**config.mk**
```make
export PLATFORM = sky130hd
export DESIGN_NAME = adm_ctrl
export DESIGN_NICKNAME = d
export VERILOG_FILES = /design/src/hdl/adm_pkg.sv /design/src/hdl/adm_ctrl.sv
export SDC_FILE = /design/constraint.sdc
export NUM_CORES = 1
export LEC_CHECK = 0
export BUFFER_PORTS_ARGS = -buffer_cell sky130_fd_sc_hd__buf_2
export CELL_PAD_IN_SITES_DETAIL_PLACEMENT = 1
export CELL_PAD_IN_SITES_GLOBAL_PLACEMENT = 2
export CORE_MARGIN = 1
export CORE_UTILIZATION = 45
export CTS_CLUSTER_DIAMETER = 200
export DETAILED_ROUTE_END_ITERATION = 7
export PLACE_DENSITY = 0.93
export SYNTH_ARGS = -nofsm -noshare
export SYNTH_HDL_FRONTEND = slang
export SYNTH_SLANG_ARGS = --single-unit
```
**constraint.sdc**
```tcl
create_clock -name CLK -period 6.74 [get_ports CLK]
set_input_delay 0.674 -clock CLK [delete_from_list [all_inputs] [get_ports CLK]]
set_output_delay 0.674 -clock CLK [all_outputs]
set_load 0.1 [all_outputs]
```
**src/hdl/adm_pkg.sv**
```systemverilog
// Constants and types for the converter output demultiplexer and control.
// Assumes a 40 MHz system clock and an Avalon-MM register master.
package adm_pkg;

	// ************************************************************
	// Register map (byte addresses) and fields
	// ************************************************************
	localparam logic [3:0]  OFS_CTRL       = 4'h0;
	localparam logic [3:0]  OFS_FSR        = 4'h4;
	localparam logic [3:0]  OFS_STATUS     = 4'h8;
	localparam int          CTRL_DDR_BIT   = 0;
	localparam int          CTRL_EDGE_BIT  = 1;
	localparam int          CTRL_DRIVE_BIT = 2;
	localparam int          CTRL_DCC_BIT   = 3;
	localparam logic [3:0]  CTRL_RST       = 4'hD;
	localparam int          STAT_STATE_LSB = 0;
	localparam int          STAT_BUSY_BIT  = 2;
	localparam int          STAT_SLEEP_BIT = 3;
	localparam int          STAT_EXT_BIT   = 4;
	localparam int          STAT_DDR_BIT   = 5;
	localparam int          STAT_TRIM_LSB  = 8;

	// ************************************************************
	// Full-scale range coding
	// ************************************************************
	localparam int          FSR_MIN_MV     = 560;
	localparam int          FSR_MAX_MV     = 840;
	localparam int          FSR_STEPS      = 511;
	localparam int          FSR_WIDE_MV    = 820;
	localparam int          FSR_NARROW_MV  = 600;
	localparam int          FSR_RST_MV     = 700;

	function automatic logic [8:0] fsr_code(input int mv);
		return 9'((mv - FSR_MIN_MV) * FSR_STEPS / (FSR_MAX_MV - FSR_MIN_MV));
	endfunction

	localparam logic [8:0]  FSR_WIDE       = fsr_code(FSR_WIDE_MV);
	localparam logic [8:0]  FSR_NARROW     = fsr_code(FSR_NARROW_MV);
	localparam logic [8:0]  FSR_RST        = fsr_code(FSR_RST_MV);

	// ************************************************************
	// Latencies in half input clock cycles, and history taps
	// ************************************************************
	localparam int          LAT_D_HALF     = 26;
	localparam int          LAT_C_HALF     = 27;
	localparam int          LAT_B_HALF     = 28;
	localparam int          LAT_A_HALF     = 29;
	// Taps read before the shift, so one edge is already behind
	localparam int          TAP_D          = LAT_D_HALF - 1;
	localparam int          TAP_C          = LAT_C_HALF - 1;
	localparam int          TAP_B          = LAT_B_HALF - 1;
	localparam int          TAP_A          = LAT_A_HALF - 1;
	localparam int          HIST_DEPTH     = LAT_A_HALF;

	// ************************************************************
	// Calibration and phase tracking
	// ************************************************************
	localparam logic [6:0]  TRIM_REQ_CYC   = 7'h50;
	localparam logic [5:0]  PHASE_TRIM_RST = 6'h20;
	localparam logic [5:0]  PHASE_TRIM_MAX = 6'h3F;
	localparam logic [7:0]  TICK_MAX       = 8'hFF;

	typedef enum logic [1:0] {
		ST_WAIT  = 2'b00,
		ST_CAL   = 2'b01,
		ST_RUN   = 2'b11,
		ST_SLEEP = 2'b10
	} adm_state_t;

endpackage

```
**src/hdl/adm_ctrl.sv**
```systemverilog
// Output demultiplexer, output clocking and control of an 8-bit converter.
// Assumes sample clock, sample data and control pins are asynchronous,
// and an Avalon-MM master on CLK for the control registers.
//
// How it works
// - Extended mode takes settings from registers, not pins
// - Pin mode: range pin high wide, low narrow
// - Extended mode accepts range code 0 to 511 (560 to 840 mV)
// - One sample on each sample clock edge
// - Four buses, each updating every two cycles
// - First bus oldest, fourth newest in group
// - Fourth and second buses: falling core, 13/14
// - Third and first buses: rising core, 13.5/14.5
// - Latencies referenced to input clock falling edge
// - SDR data edge follows edge select level
// - SDR clock at bus rate, DDR at half
// - Floating edge select pin picks DDR
// - Drive select high full, low reduced
// - Sleep request high powers down
// - Power down floats data, clock, out-of-range
// - Running calibration finishes before power down
// - Sleep at power-up holds calibration delay
// - Calibration requests ignored while powered down
// - Duty cycle correction on after reset
// - Background phase tracking runs continuously
// - Busy output high during every calibration
// - Out-of-range on all-zero or all-one codes
//
// The implementer's own choices: the register addresses and the Avalon-MM interface to the registers.
`timescale 1ns/10ps

module adm_ctrl
	import adm_pkg::*;
#(
	parameter int unsigned CAL_DELAY_CYC = 33554432, // Input clock cycles
	parameter int unsigned CAL_RUN_CYC   = 1000      // System clock cycles
) (
	input  wire logic        CLK,              // System clock, 40 MHz
	input  wire logic        RST_N,            // Async reset, active low
	input  wire logic [3:0]  AV_ADDRESS,       // Byte address
	input  wire logic        AV_READ,          // Read request
	input  wire logic        AV_WRITE,         // Write request
	input  wire logic [31:0] AV_WRITEDATA,     // Write data
	input  wire logic [3:0]  AV_BYTEENABLE,    // Write byte lanes
	output logic      [31:0] AV_READDATA,      // Read data
	output logic             AV_WAITREQUEST,   // Stall
	input  wire logic        SAMPLE_CLOCK,     // Converter input clock
	input  wire logic [7:0]  SAMPLE_DATA,      // Code from the cores
	input  wire logic        EXT_CTRL_EN,      // Register control mode
	input  wire logic        RANGE_SELECT,     // Range pin
	input  wire logic        DRIVE_LEVEL_SELECT, // Drive level pin
	input  wire logic        TRANSITION_EDGE_SELECT, // Edge pin level
	input  wire logic        TRANSITION_EDGE_FLOAT,  // Edge pin at mid
	input  wire logic        SLEEP_REQUEST,    // Power-down request
	input  wire logic        TRIM_REQUEST,     // Calibration request pin
	output logic      [7:0]  FIRST_SAMPLE_BUS, // Oldest sample
	output logic      [7:0]  SECOND_SAMPLE_BUS, // Second sample
	output logic      [7:0]  THIRD_SAMPLE_BUS, // Third sample
	output logic      [7:0]  FOURTH_SAMPLE_BUS, // Newest sample
	output logic             OUTPUT_DATA_CLOCK, // Forwarded clock
	output logic             OUT_OF_RANGE,     // Clipped code flag
	output logic             OUT_OE,           // Output enable, all outs
	output logic             TRIM_IN_PROGRESS, // Calibration busy
	output logic             DRIVE_FULL,       // 1: full drive
	output logic      [8:0]  FSR_CODE,         // Range code
	output logic             DDR_MODE,         // 1: double data rate
	output logic             DCC_EN,           // Duty cycle correction
	output logic      [5:0]  PHASE_TRIM        // Sampling phase trim
);

	// ************************************************************
	// Pin synchronisers and edge detection
	// ************************************************************
	logic [15:0] sync1_r;
	logic [15:0] sync2_r;
	logic        clk3_r;
	logic        clk_s;
	logic [7:0]  data_s;
	logic        ext_s;
	logic        rng_s;
	logic        drv_s;
	logic        tes_s;
	logic        flt_s;
	logic        sleep_s;
	logic        trq_s;
	logic        rise_ev;
	logic        fall_ev;

	always_ff @(posedge CLK or negedge RST_N) begin
		if (!RST_N) begin
			sync1_r <= 16'h0000;
			sync2_r <= 16'h0000;
			clk3_r  <= 1'b0;
		end else begin
			sync1_r <= {SAMPLE_CLOCK, SAMPLE_DATA, EXT_CTRL_EN, RANGE_SELECT,
				DRIVE_LEVEL_SELECT, TRANSITION_EDGE_SELECT,
				TRANSITION_EDGE_FLOAT, SLEEP_REQUEST, TRIM_REQUEST};
			sync2_r <= sync1_r;
			clk3_r  <= sync2_r[15];
		end
	end

	assign {clk_s, data_s, ext_s, rng_s, drv_s, tes_s, flt_s, sleep_s,
		trq_s} = sync2_r;
	assign rise_ev = clk_s & ~clk3_r;
	assign fall_ev = ~clk_s & clk3_r;

	// ************************************************************
	// Register file
	// ************************************************************
	logic [3:0]  ctrl_r;
	logic [8:0]  fsr_r;
	logic        wr_en;
	logic [31:0] rd_nxt;
	adm_state_t  st_r;
	adm_state_t  st_nxt;

	assign wr_en = AV_WRITE & ~AV_WAITREQUEST;

	// One wait cycle: accepted at the second edge of each request
	always_ff @(posedge CLK or negedge RST_N) begin
		if (!RST_N) begin
			AV_WAITREQUEST <= 1'b1;
			AV_READDATA    <= 32'h0000_0000;
		end else if ((AV_READ | AV_WRITE) & AV_WAITREQUEST) begin
			AV_WAITREQUEST <= 1'b0;
			if (AV_READ) begin
				AV_READDATA <= rd_nxt;
			end
		end else begin
			AV_WAITREQUEST <= 1'b1;
		end
	end

	always_comb begin
		rd_nxt = 32'h0000_0000;
		case (AV_ADDRESS)
			OFS_CTRL:   rd_nxt[3:0] = ctrl_r;
			OFS_FSR:    rd_nxt[8:0] = fsr_r;
			OFS_STATUS: begin
				rd_nxt[STAT_STATE_LSB +: 2]  = st_r;
				rd_nxt[STAT_BUSY_BIT]        = TRIM_IN_PROGRESS;
				rd_nxt[STAT_SLEEP_BIT]       = sleep_s;
				rd_nxt[STAT_EXT_BIT]         = ext_s;
				rd_nxt[STAT_DDR_BIT]         = DDR_MODE;
				rd_nxt[STAT_TRIM_LSB +: 6]   = PHASE_TRIM;
			end
			default:    rd_nxt = 32'h0000_0000;
		endcase
	end

	always_ff @(posedge CLK or negedge RST_N) begin
		if (!RST_N) begin
			ctrl_r <= CTRL_RST;
			fsr_r  <= FSR_RST;
		end else if (wr_en) begin
			if (AV_ADDRESS == OFS_CTRL && AV_BYTEENABLE[0]) begin
				ctrl_r <= AV_WRITEDATA[3:0];
			end
			if (AV_ADDRESS == OFS_FSR) begin
				if (AV_BYTEENABLE[0]) begin
					fsr_r[7:0] <= AV_WRITEDATA[7:0];
				end
				if (AV_BYTEENABLE[1]) begin
					fsr_r[8] <= AV_WRITEDATA[8];
				end
			end
		end
	end

	// ************************************************************
	// Effective configuration, pins or registers
	// ************************************************************
	// Mode pin is used live; it is expected to stay put while running
	logic ddr_eff;
	logic edge_eff;
	logic edge_r;

	assign ddr_eff  = ext_s ? ctrl_r[CTRL_DDR_BIT] : flt_s;
	// Edge bit must be zero in DDR; it is ignored there regardless
	assign edge_eff = ext_s ? (ctrl_r[CTRL_EDGE_BIT] & ~ctrl_r[CTRL_DDR_BIT])
		: tes_s;

	always_ff @(posedge CLK or negedge RST_N) begin
		if (!RST_N) begin
			DDR_MODE   <= 1'b0;
			edge_r     <= 1'b0;
			DRIVE_FULL <= 1'b1;
			FSR_CODE   <= FSR_RST;
			DCC_EN     <= 1'b1;
		end else begin
			DDR_MODE   <= ddr_eff;
			edge_r     <= edge_eff;
			DRIVE_FULL <= ext_s ? ctrl_r[CTRL_DRIVE_BIT] : drv_s;
			FSR_CODE   <= ext_s ? fsr_r : (rng_s ? FSR_WIDE : FSR_NARROW);
			DCC_EN     <= ctrl_r[CTRL_DCC_BIT];
		end
	end

	// ************************************************************
	// Sample history and demultiplexer
	// ************************************************************
	logic [7:0] hist_r [HIST_DEPTH];
	logic       ph_r;
	logic       upd_ev;

	function automatic logic is_clip(input logic [7:0] code);
		return (code == 8'h00) || (code == 8'hFF);
	endfunction

	// Bus group is launched on every second falling input edge
	assign upd_ev = fall_ev & ph_r;

	always_ff @(posedge CLK or negedge RST_N) begin
		if (!RST_N) begin
			for (int i = 0; i < HIST_DEPTH; i++) begin
				hist_r[i] <= 8'h00;
			end
		end else if (rise_ev | fall_ev) begin
			hist_r[0] <= data_s;
			for (int i = 1; i < HIST_DEPTH; i++) begin
				hist_r[i] <= hist_r[i-1];
			end
		end
	end

	always_ff @(posedge CLK or negedge RST_N) begin
		if (!RST_N) begin
			ph_r              <= 1'b0;
			FIRST_SAMPLE_BUS  <= 8'h00;
			SECOND_SAMPLE_BUS <= 8'h00;
			THIRD_SAMPLE_BUS  <= 8'h00;
			FOURTH_SAMPLE_BUS <= 8'h00;
			OUT_OF_RANGE      <= 1'b0;
		end else begin
			if (fall_ev) begin
				ph_r <= ~ph_r;
			end
			if (upd_ev) begin
				FIRST_SAMPLE_BUS  <= hist_r[TAP_A];
				SECOND_SAMPLE_BUS <= hist_r[TAP_B];
				THIRD_SAMPLE_BUS  <= hist_r[TAP_C];
				FOURTH_SAMPLE_BUS <= hist_r[TAP_D];
				OUT_OF_RANGE      <= is_clip(hist_r[TAP_A]) |
					is_clip(hist_r[TAP_B]) | is_clip(hist_r[TAP_C]) |
					is_clip(hist_r[TAP_D]);
			end
		end
	end

	// ************************************************************
	// Forwarded output data clock
	// ************************************************************
	always_ff @(posedge CLK or negedge RST_N) begin
		if (!RST_N) begin
			OUTPUT_DATA_CLOCK <= 1'b0;
		end else if (upd_ev) begin
			if (DDR_MODE) begin
				OUTPUT_DATA_CLOCK <= ~OUTPUT_DATA_CLOCK;
			end else begin
				OUTPUT_DATA_CLOCK <= edge_r;
			end
		end else if (fall_ev && !DDR_MODE) begin
			OUTPUT_DATA_CLOCK <= ~OUTPUT_DATA_CLOCK;
		end
	end

	// ************************************************************
	// Calibration request detector
	// ************************************************************
	logic [6:0] lo_cnt_r;
	logic [6:0] hi_cnt_r;
	logic       cal_req;

	assign cal_req = fall_ev & trq_s & (lo_cnt_r == TRIM_REQ_CYC)
		& (hi_cnt_r == TRIM_REQ_CYC - 7'h01);

	always_ff @(posedge CLK or negedge RST_N) begin
		if (!RST_N) begin
			lo_cnt_r <= 7'h00;
			hi_cnt_r <= 7'h00;
		end else if (st_r != ST_RUN || cal_req) begin
			lo_cnt_r <= 7'h00;
			hi_cnt_r <= 7'h00;
		end else if (!trq_s) begin
			hi_cnt_r <= 7'h00;
			if (fall_ev && lo_cnt_r != TRIM_REQ_CYC) begin
				lo_cnt_r <= lo_cnt_r + 7'h01;
			end
		end else if (lo_cnt_r != TRIM_REQ_CYC) begin
			lo_cnt_r <= 7'h00;
		end else if (fall_ev) begin
			hi_cnt_r <= hi_cnt_r + 7'h01;
		end
	end

	// ************************************************************
	// Power and calibration sequencer
	// ************************************************************
	logic [31:0] dly_cnt_r;
	logic [31:0] run_cnt_r;
	logic        dly_done;
	logic        run_done;

	assign dly_done = fall_ev & ~sleep_s
		& (dly_cnt_r == 32'(CAL_DELAY_CYC - 1));
	assign run_done = run_cnt_r == 32'(CAL_RUN_CYC - 1);

	always_comb begin
		st_nxt = st_r;
		case (st_r)
			ST_WAIT: begin
				if (dly_done) begin
					st_nxt = ST_CAL;
				end
			end
			ST_CAL: begin
				if (run_done) begin
					st_nxt = sleep_s ? ST_SLEEP : ST_RUN;
				end
			end
			ST_RUN: begin
				if (sleep_s) begin
					st_nxt = ST_SLEEP;
				end else if (cal_req) begin
					st_nxt = ST_CAL;
				end
			end
			ST_SLEEP: begin
				if (!sleep_s) begin
					st_nxt = ST_RUN;
				end
			end
			default: st_nxt = ST_WAIT;
		endcase
	end

	always_ff @(posedge CLK or negedge RST_N) begin
		if (!RST_N) begin
			st_r             <= ST_WAIT;
			dly_cnt_r        <= 32'h0000_0000;
			run_cnt_r        <= 32'h0000_0000;
			OUT_OE           <= 1'b1;
			TRIM_IN_PROGRESS <= 1'b0;
		end else begin
			st_r             <= st_nxt;
			// Sleep held through the power-up wait floats the outputs too
			OUT_OE           <= st_nxt != ST_SLEEP
				&& !(st_nxt == ST_WAIT && sleep_s);
			TRIM_IN_PROGRESS <= st_nxt == ST_CAL;
			if (st_r == ST_WAIT && fall_ev && !sleep_s) begin
				dly_cnt_r <= dly_cnt_r + 32'h0000_0001;
			end
			run_cnt_r <= (st_r == ST_CAL && !run_done) ?
				run_cnt_r + 32'h0000_0001 : 32'h0000_0000;
		end
	end

	// ************************************************************
	// Background phase tracking
	// ************************************************************
	// Balances high and low times; never paused, even in power down
	logic [7:0] hi_tick_r;
	logic [7:0] lo_tick_r;

	always_ff @(posedge CLK or negedge RST_N) begin
		if (!RST_N) begin
			hi_tick_r  <= 8'h00;
			lo_tick_r  <= 8'h00;
			PHASE_TRIM <= PHASE_TRIM_RST;
		end else if (rise_ev) begin
			// Rising cycle is high time; else a balanced clock drifts
			hi_tick_r <= 8'h01;
			lo_tick_r <= 8'h00;
			if (hi_tick_r > lo_tick_r && PHASE_TRIM != PHASE_TRIM_MAX) begin
				PHASE_TRIM <= PHASE_TRIM + 6'h01;
			end else if (lo_tick_r > hi_tick_r && PHASE_TRIM != 6'h00) begin
				PHASE_TRIM <= PHASE_TRIM - 6'h01;
			end
		end else if (clk_s) begin
			if (hi_tick_r != TICK_MAX) begin
				hi_tick_r <= hi_tick_r + 8'h01;
			end
		end else if (lo_tick_r != TICK_MAX) begin
			lo_tick_r <= lo_tick_r + 8'h01;
		end
	end
endmodule

```
==> metrics, run 1 <==
fin. max-slew vios=0; Synth async-reset ratio=100.0%; met2 GRT Util=33.05%; CTS clk-pin slew, worst paths=60 ps; Hold Violations, Final=0; CP Cell Sequence=inv_1 > ha_1 > a211oi_1 > nor2_1 > a311o_1 > nor2_1 > inv_1 > ha_1 > a211oi_1 > o21bai_1 > a21oi_1 > nor4_1 > a31o_2 > xor2_1; Ports=147; setup violators final=0; CTS resizes=0; Yosys top cell area share=58.59%; final wirelength=36.77 mm; arrival time worst endpoint=3670 ps; relative slew slack=22.86%; worst hold path class=input pin to async pin; CP Capture Type=register; initial antenna violation count=0; Final Power=9.199 mW; sequential area share after synthesis=62.10%; clock latency on the worst-skew pair=570 ps; Worst setup SP type=register; Remaining Overflow, GRT=0; Pre-antenna DRT Iters=4; Synth Instances=1328; CTS Root Buffer Type=clkbuf_16; pin count of the biggest net entering global routing=209; CTS sink count=445; CORE AREA=39010 sq um; number of inserted diodes=0; nets@finish=1522; fin crit share=47.22%; ANT nets after route=0; Rows=72; Detail Placement HPWL=22.62 mm; Peak Freq=314.2 MHz; 1st-iter DRT viols=481; cell area power density=441.9 nW/um^2; WL/cell=18.42 microns; synthesis-to-finish area growth=15.76%; synthesized area per cell=13.54 sq um; Initial Util=46.09%; final hold slack=85.84 ps; largest area contributor in the netlist=dfrtp_1; synth warn=0; layer with the highest usage=met2; Port Buf Inserts=103; Synth cell types=62; final core utilization=53.36%; total setup buffers inserted after CTS=0; via count=10530; top post-synthesis cells by area=dfrtp_1 59%, mux2_2 18%, dfstp_2 3.5%; fin area=20810 sq um; die height=201.9 microns; GR Util met1=22.75%; RSZ-0062 raised after global routing=no; CP max stage cell=dfrtp_1; Max VDD drop=237.3 uV; Max Cap Violations=0; CTS tree=done; fraction of met3 tracks used by global routing=3.563%; post-route setup TNS=0 ps; die area=40760 sq um; slowest stage delay, CP=380 ps; Area after DPL=18990 sq um; synthesized area=17980 sq um; Worst Tran Pin Value=1157 ps; CTS max path bufs=3; # DRC=0; final worst path period need=3183 ps; share of cells above drive strength 1=34.98%; first-pass GRT wire length=61.84 mm; Routability Congestion=0.7885; # H-tree levels=2; Post-CTS Hold Fix Bufs=0; Worst Path Max Fanout=5; Setup CP Type=register to register; Chip Width=201.9 microns; Inserted Clock Buffers=47; Yosys reg bits=445; vias in the first global route=11790; Main synth FF type=dfrtp_1; Critical Path RT=7230 ps; Leak Pwr=9.515 nW; vias per inst=5.274; status=finished clean; Post-synth EDFFs=0; skew final=10.54 ps; gr usage total=18.72%
[layout make-up]
cell class                 count  area (sq um)
tap                          518         648.1
clock inverter                20         427.9
fill                        3867         18190
multi-input combinational    812          6489
inverter                      25         93.84
timing repair buffer         109         595.6
sequential                   445         11170
clock buffer                  67          1394
[critical path, delay by kind of cell (launching register included)]
| family | cells | cell delay, ps |
|---|---|---|
| AOI/OAI and AO/OA | 6 | 1410 |
| DFF | 1 | 380 |
| buffers and inverters | 2 | 260 |
| xor gates and xnor gates | 1 | 130 |
| and+or+nand+nor | 3 | 350 |
| adders and majority gates | 2 | 570 |
[kinds of logic (layout without fill, tap and decap cells)]
kind of cell               after synthesis  in the layout  synth area share [%]
AOI/OAI and AO/OA                       91             91                 3.013
xor gates and xnor gates                80             80                 3.897
adders and majority gates               22             22                 1.573
buffers and inverters                   88            221                 2.234
DFF                                    445            445                 62.10
muxes                                  288            288                 18.03
other                                    1             18               0.02086
and+or+nand+nor                        313            313                 9.130
[state kept, by name, indices dropped and copies added (netlist names), 9 cells and up]
signal / flops
sync1_r: 16
run_cnt_r: 32
sync2_r: 16
dly_cnt_r: 32
FSR_CODE: 9
AV_READDATA: 14
fsr_r: 9
hist_r: 232
[worst paths after layout]
path	from	endpoint	slack [ps]	cells after the start
hold / removal	RST_N	sync1_r[14]	90	1
setup reg to reg	hi_tick_r[5]	PHASE_TRIM[5]	3560	14
hold reg to reg	sync1_r[9]	sync2_r[9]	350	0
max in group asynchronous	RST_N	run_cnt_r[24]	5100	2
min in group CLK	TRIM_REQUEST	sync1_r[0]	210	1
setup / recovery	hi_tick_r[5]	PHASE_TRIM[5]	3560	14
[power by group]
group | total, mW | internal (mW) | switching (mW)
sequential | 4.01 | 3.47 | 0.548
combinational | 2.20 | 0.918 | 1.28
clock | 2.99 | 1.93 | 1.05
total | 9.20 | 6.32 | 2.88
[Yosys cell counts (8+ instances only)]
master / instances
and3_1: 14
mux2_2: 287
xnor2_1: 49
dfrtp_1: 421
and2_1: 8
nor2_1: 79
and4_1: 9
inv_1: 25
buf_4: 18
xor2_1: 31
o21ai_0: 43
clkbuf_1: 40
dfstp_2: 24
nor4_1: 18
nand3_1: 30
nand4_1: 28
nand2_1: 85
nor3_1: 9
ha_1: 21
a21oi_1: 17
[cells in the final DEF, fill, tap and decap left out, types with 30 or more instances in the layout]
cell	netlist	layout
buf_2	3	102
o21ai_0	43	43
xnor2_1	49	49
nand3_1	30	30
dfrtp_1	421	421
clkbuf_16	0	49
nor2_1	79	79
mux2_2	287	287
xor2_1	31	31
nand2_1	85	85
[per-layer routing]
layer  vias to the layer above  routed length [microns]
li1                       4822                        -
met1                      5478                    15030
met2                       144                    19330
met3                        82                     1284
met4                         0                     1128
met5                         -                        0
[through the flow]
step	setup slack [ps]	cells
after floorplan	3723	1345
after global placement	3687	1909
after detailed placement	3575	1909
after CTS	3552	1996
after global routing	3377	1996
final	3557	1996
Power figures use the tool's default switching activity.
==> run 2: changes to the inputs <==
Settings changed: CORE_UTILIZATION 45 to 42, PLACE_DENSITY 0.93 to 0.88.
Clock period 6.74 ns to 3.12 ns, I/O delays scaled along.
==> run 2 against run 1 <==
  * Global-route usage is 1.8 points lower
  * Count of clock-buffer cells in the layout is 4 higher
  * Register-to-register slack got worse by 3400 ps
==> metrics, run 2 (same netlist as run 1, synthesis figures left out) <==
final worst path period need=2934 ps; arrival time worst endpoint=3420 ps; biggest regs=hist_r (232), dly_cnt_r (32), run_cnt_r (32); met2 GRT Util=28.43%; max reg flops=232; fin. max-slew vios=0; Ports=147; Pre-antenna DRT Iters=4; Max Cap Violations=0; CTS tree=done; nets@finish=1561; Chip Width=208.9 microns; synthesis-to-finish area growth=16.54%; ANT nets after route=0; final worst slack=185.5 ps; layer with the highest usage=met2; gr usage total=16.89%; RSZ-0062 raised after global routing=no; Inserted Clock Buffers=46; CTS Root Buffer Type=clkbuf_16; relative slew slack=34.97%; worst hold path class=input pin to register; setup violators final=0; fill count=4238; CTS clk-pin slew, worst paths=60 ps; Setup CP Type=register to register; fraction of met3 tracks used by global routing=2.780%; CORE AREA=42040 sq um; post-route setup TNS=0 ps; Worst Path Max Fanout=5; share of cells above drive strength 1=34.59%; Routability Congestion=0.7903; placed cell count=1941; skew final=18.16 ps; fin crit share=94.05%; # DRC=0; vias per inst=5.099; Critical Path RT=3610 ps; Peak Freq=340.8 MHz; Worst setup SP type=register; clock latency on the worst-skew pair=570 ps; Worst Tran Pin Value=966.6 ps; first-pass GRT wire length=60.52 mm; CP Capture Type=register; GR Util met1=21.98%; pin count of the biggest net entering global routing=97; most frequent cells in the layout=421 x dfrtp_1, 287 x mux2_2, 102 x buf_2; Initial Util=42.77%; CTS max path bufs=3; Hold Violations, Final=0; Remaining Overflow, GRT=0; most common cell after layout, fill and taps aside=dfrtp_1; status=finished clean; die area=43640 sq um; Port Buf Inserts=103; number of inserted diodes=0; Detail Placement HPWL=22.50 mm; Max VDD drop=463.8 uV; initial antenna violation count=0; die height=208.9 microns; cell area power density=897.2 nW/um^2; WL/cell=17.08 microns; Leak Pwr=9.554 nW; Biggest register=hist_r; vias in the first global route=11640; final std cells w/o fill=2054; via count=10470; final wirelength=35.08 mm; 1st-iter DRT viols=372; CTS sink count=445; pre-CTS WS=0.1377 ps; # H-tree levels=2; Rows=75
==> run 2: cell types whose count changed in the layout (fill, tap and decap cells not counted), moves of 3 or more <==
cell | previous run | this run
dlygate4sd3_1 | 0 | 28
bufinv_16 | 13 | 2
clkbuf_16 | 49 | 46
clkbuf_1 | 8 | 15
buf_4 | 4 | 10
buf_12 | 2 | 8
==> run 2: path summary, 6_finish.rpt <==
path	startpoint	end	slack [ps]	depth (start not counted)
worst max-delay path	lo_tick_r[5]	PHASE_TRIM[5]	190	13
worst max register to register	lo_tick_r[5]	PHASE_TRIM[5]	190	13
min in group asynchronous	RST_N	PHASE_TRIM[2]	310	2
worst min-delay path	AV_BYTEENABLE[1]	fsr_r[8]	80	3
worst min register to register	sync1_r[15]	sync2_r[15]	350	0
max in group asynchronous	RST_N	hist_r[188]	1870	3
==> run 2: area by class of cell <==
cell class              count  area (sq um)  share of cell area [%]
clock buffers              71          1345                   6.419
clock inverters            13         136.4                  0.6509
inverters                  25         93.84                  0.4478
multi-input cells         812          6497                   31.01
flip-flops and latches    445         11170                   53.29
well taps                 539         674.4                   3.218
repair buffers            149          1041                   4.968
==> run 2: stage by stage <==
step | hold slack (ps) | area, sq um | power [mW] | util (%)
floorplan | 16.41 | 18040 | 12.22 | -
global placement | 320.6 | 19180 | 13.09 | 45.62
detailed placement | 325.1 | 19180 | 13.50 | 45.62
CTS | 62.21 | 20940 | 19.04 | 49.82
global route | 80.08 | 20950 | 19.89 | 49.84
finish | 84.55 | 20950 | 18.80 | 49.84
==> run 2: power breakdown <==
| part | switching [mW] | internal [mW] | total (mW) |
|---|---|---|---|
| Sequential | 1.13 | 7.49 | 8.62 |
| Combinational | 2.76 | 2.06 | 4.82 |
| Clock | 2.23 | 3.14 | 5.36 |
==> run 2: worst max-delay path, stage by stage, from the launching register on <==
cell and delay, ps:
dfrtp_1 420, ha_1 300, a211oi_1 230, nor2_1 100, a311o_1 350, nor2_2 140
inv_2 80, ha_1 290, a211oi_1 200, o21bai_1 130, a21oi_2 180, nor4_1 60
a31o_2 230, xor2_1 140
==> run 2: repair_timing <==
item | 4_1_cts | 5_1_grt
gates resized for setup | 1 | 4
endpoints found under the setup margin | 1 | 2
cloned | 0 | 0
pin swaps | 0 | 1
hold endpoints to repair | 88 | 0
setup buffers | 0 | 1
hold buffers | 28 | 0
==> run 2: layer usage <==
layer	vias up	wire [microns]	share of wire (%)
li1	4885	-	-
met1	5404	15520	44
met2	123	17510	50
met3	61	1076	3.1
met4	0	979	2.8
met5	-	0	0
==> run 3: changes to the inputs <==
Settings changed: CTS_BUF_LIST from default to sky130_fd_sc_hd__clkbuf_16.
==> run 3 against run 2 <==
  * Sequential power hardly changed
  * Largest power group unchanged
  * Routed wire length is 0.82% lower
  * Worst hold slack better by 2.8 ps
  * Sequential cell count stayed put
  * Sequential share of layout area is 0.26 points higher
  * Worst setup slack hardly changed
  * First-iteration DRC count is 10% lower
  * Combinational power hardly changed
  * Count of clock-buffer cells in the layout is 25 lower
==> metrics, run 3 (same netlist as run 1, synthesis figures left out) <==
CTS max path bufs=3; biggest regs=hist_r (232), dly_cnt_r (32), run_cnt_r (32); Ports=147; pin count of the biggest net entering global routing=97; die height=208.9 microns; # DRC=0; most frequent cells in the layout=421 x dfrtp_1, 287 x mux2_2, 102 x buf_2; Biggest register=hist_r; ANT nets after route=0; arrival time worst endpoint=3420 ps; r2r setup slk=190 ps; Rows=75; relative slew slack=36.67%; gr usage total=16.78%; Critical Path RT=3610 ps; CORE AREA=42040 sq um; first-pass GRT wire length=60.26 mm; Max Cap Violations=0; initial antenna violation count=0; worst hold path class=input pin to register; fin crit share=94.06%; Max VDD drop=462.6 uV; CTS sink count=445; synthesis-to-finish area growth=15.98%; Remaining Overflow, GRT=0; vias in the first global route=11620; clock latency on the worst-skew pair=580 ps; max reg flops=232; RSZ-0062 raised after global routing=no; Initial Util=42.77%; Chip Width=208.9 microns; cell area power density=886.0 nW/um^2; Worst setup SP type=register; 1st-iter DRT viols=334; die area=43640 sq um; Leak Pwr=9.560 nW; fin. max-slew vios=0; fill count=4255; Peak Freq=340.7 MHz; final wirelength=34.80 mm; vias per inst=5.098; final hold slack=87.30 ps; most common cell after layout, fill and taps aside=dfrtp_1; CP Cell Sequence=ha_1 > a211oi_1 > nor2_1 > a311o_1 > nor2_2 > inv_2 > ha_1 > a211oi_1 > o21bai_1 > a21oi_2 > nor4_1 > a31o_2 > xor2_1; Hold Path Stages=3; nets@finish=1561; final worst slack=185.3 ps; skew final=18.52 ps; reg2reg path depth=13; share of cells above drive strength 1=33.93%; CP max stage cell=dfrtp_1; Routability Congestion=0.7903; Detail Placement HPWL=22.50 mm; slowest stage delay, CP=420 ps; via count=10470; final worst path period need=2935 ps; Worst Tran Pin Value=941.2 ps; # H-tree levels=2; Hold Violations, Final=0; Pre-antenna DRT Iters=4; CP Capture Type=register; status=finished clean; post-route setup TNS=0 ps; Inserted Clock Buffers=46; Port Buf Inserts=103; CTS Root Buffer Type=clkbuf_16; CTS tree=done; CTS clk-pin slew, worst paths=60 ps; WL/cell=16.94 microns; number of inserted diodes=0; pre-CTS WS=0.1377 ps; setup violators final=0; placed cell count=1941; Worst Path Max Fanout=5; final std cells w/o fill=2054; Setup CP Type=register to register
==> run 3: critical path, delay by kind of cell (launching register included) <==
| kind | cells | cell delay [ps] |
|---|---|---|
| buffers and inverters | 1 | 80 |
| AND/OR/NAND/NOR | 3 | 300 |
| adder cells (fa/ha/maj) | 2 | 590 |
| flip-flops | 1 | 420 |
| AO/OA/AOI/OAI | 6 | 1320 |
| XOR/XNOR | 1 | 140 |
==> run 3: area by class of cell <==
cell class,instances,area [sq um],share of cell area [%]
flip-flops and latches,445,11170,53.54
multi-input cells,812,6497,31.16
clock buffers,46,1151,5.520
repair buffers,149,1041,4.992
well taps,539,674.4,3.234
clock inverters,38,230.2,1.104
inverters,25,93.84,0.4500
==> run 3: per-stage QoR <==
step                total power, mW  area [sq um]  utilization (%)
detailed placement            13.50         19180            45.62
floorplan                     12.22         18040                -
global route                  19.59         20850            49.60
finish                        18.48         20850            49.60
CTS                           18.74         20840            49.58
global placement              13.09         19180            45.62
==> run 3: power breakdown <==
| group | leakage, nW | internal [mW] | switching (mW) |
|---|---|---|---|
| registers | 5.63 | 7.49 | 1.13 |
| logic | 3.20 | 2.06 | 2.75 |
| clock network | 0.734 | 2.84 | 2.22 |
| total | 9.56 | 12.4 | 6.09 |
==> run 3: timing repair <==
action / CTS / global route
pin swaps: 0 / 1
hold buffers: 28 / 0
buffers inserted: 0 / 1
endpoints found under the hold margin: 88 / 0
setup endpoints to repair: 1 / 2
gates resized for setup: 1 / 4
==> run 3: worst paths after layout <==
check	startpoint	endpoint
worst min-delay path	AV_BYTEENABLE[1]	fsr_r[8]
min in group asynchronous	RST_N	PHASE_TRIM[2]
max in group asynchronous	RST_N	hist_r[172]
worst min register to register	sync1_r[15]	sync2_r[15]
worst max-delay path	lo_tick_r[5]	PHASE_TRIM[5]
worst max register to register	lo_tick_r[5]	PHASE_TRIM[5]
==> run 3: routing by layer <==
| layer | track usage, % | up-vias | wire length, microns |
|---|---|---|---|
| li1 | - | 4883 | - |
| met1 | 21.93 | 5398 | 15390 |
| met2 | 28.10 | 127 | 17290 |
| met3 | 2.840 | 63 | 1101 |
| met4 | 6.187 | 0 | 1011 |
| met5 | 0 | - | 0 |
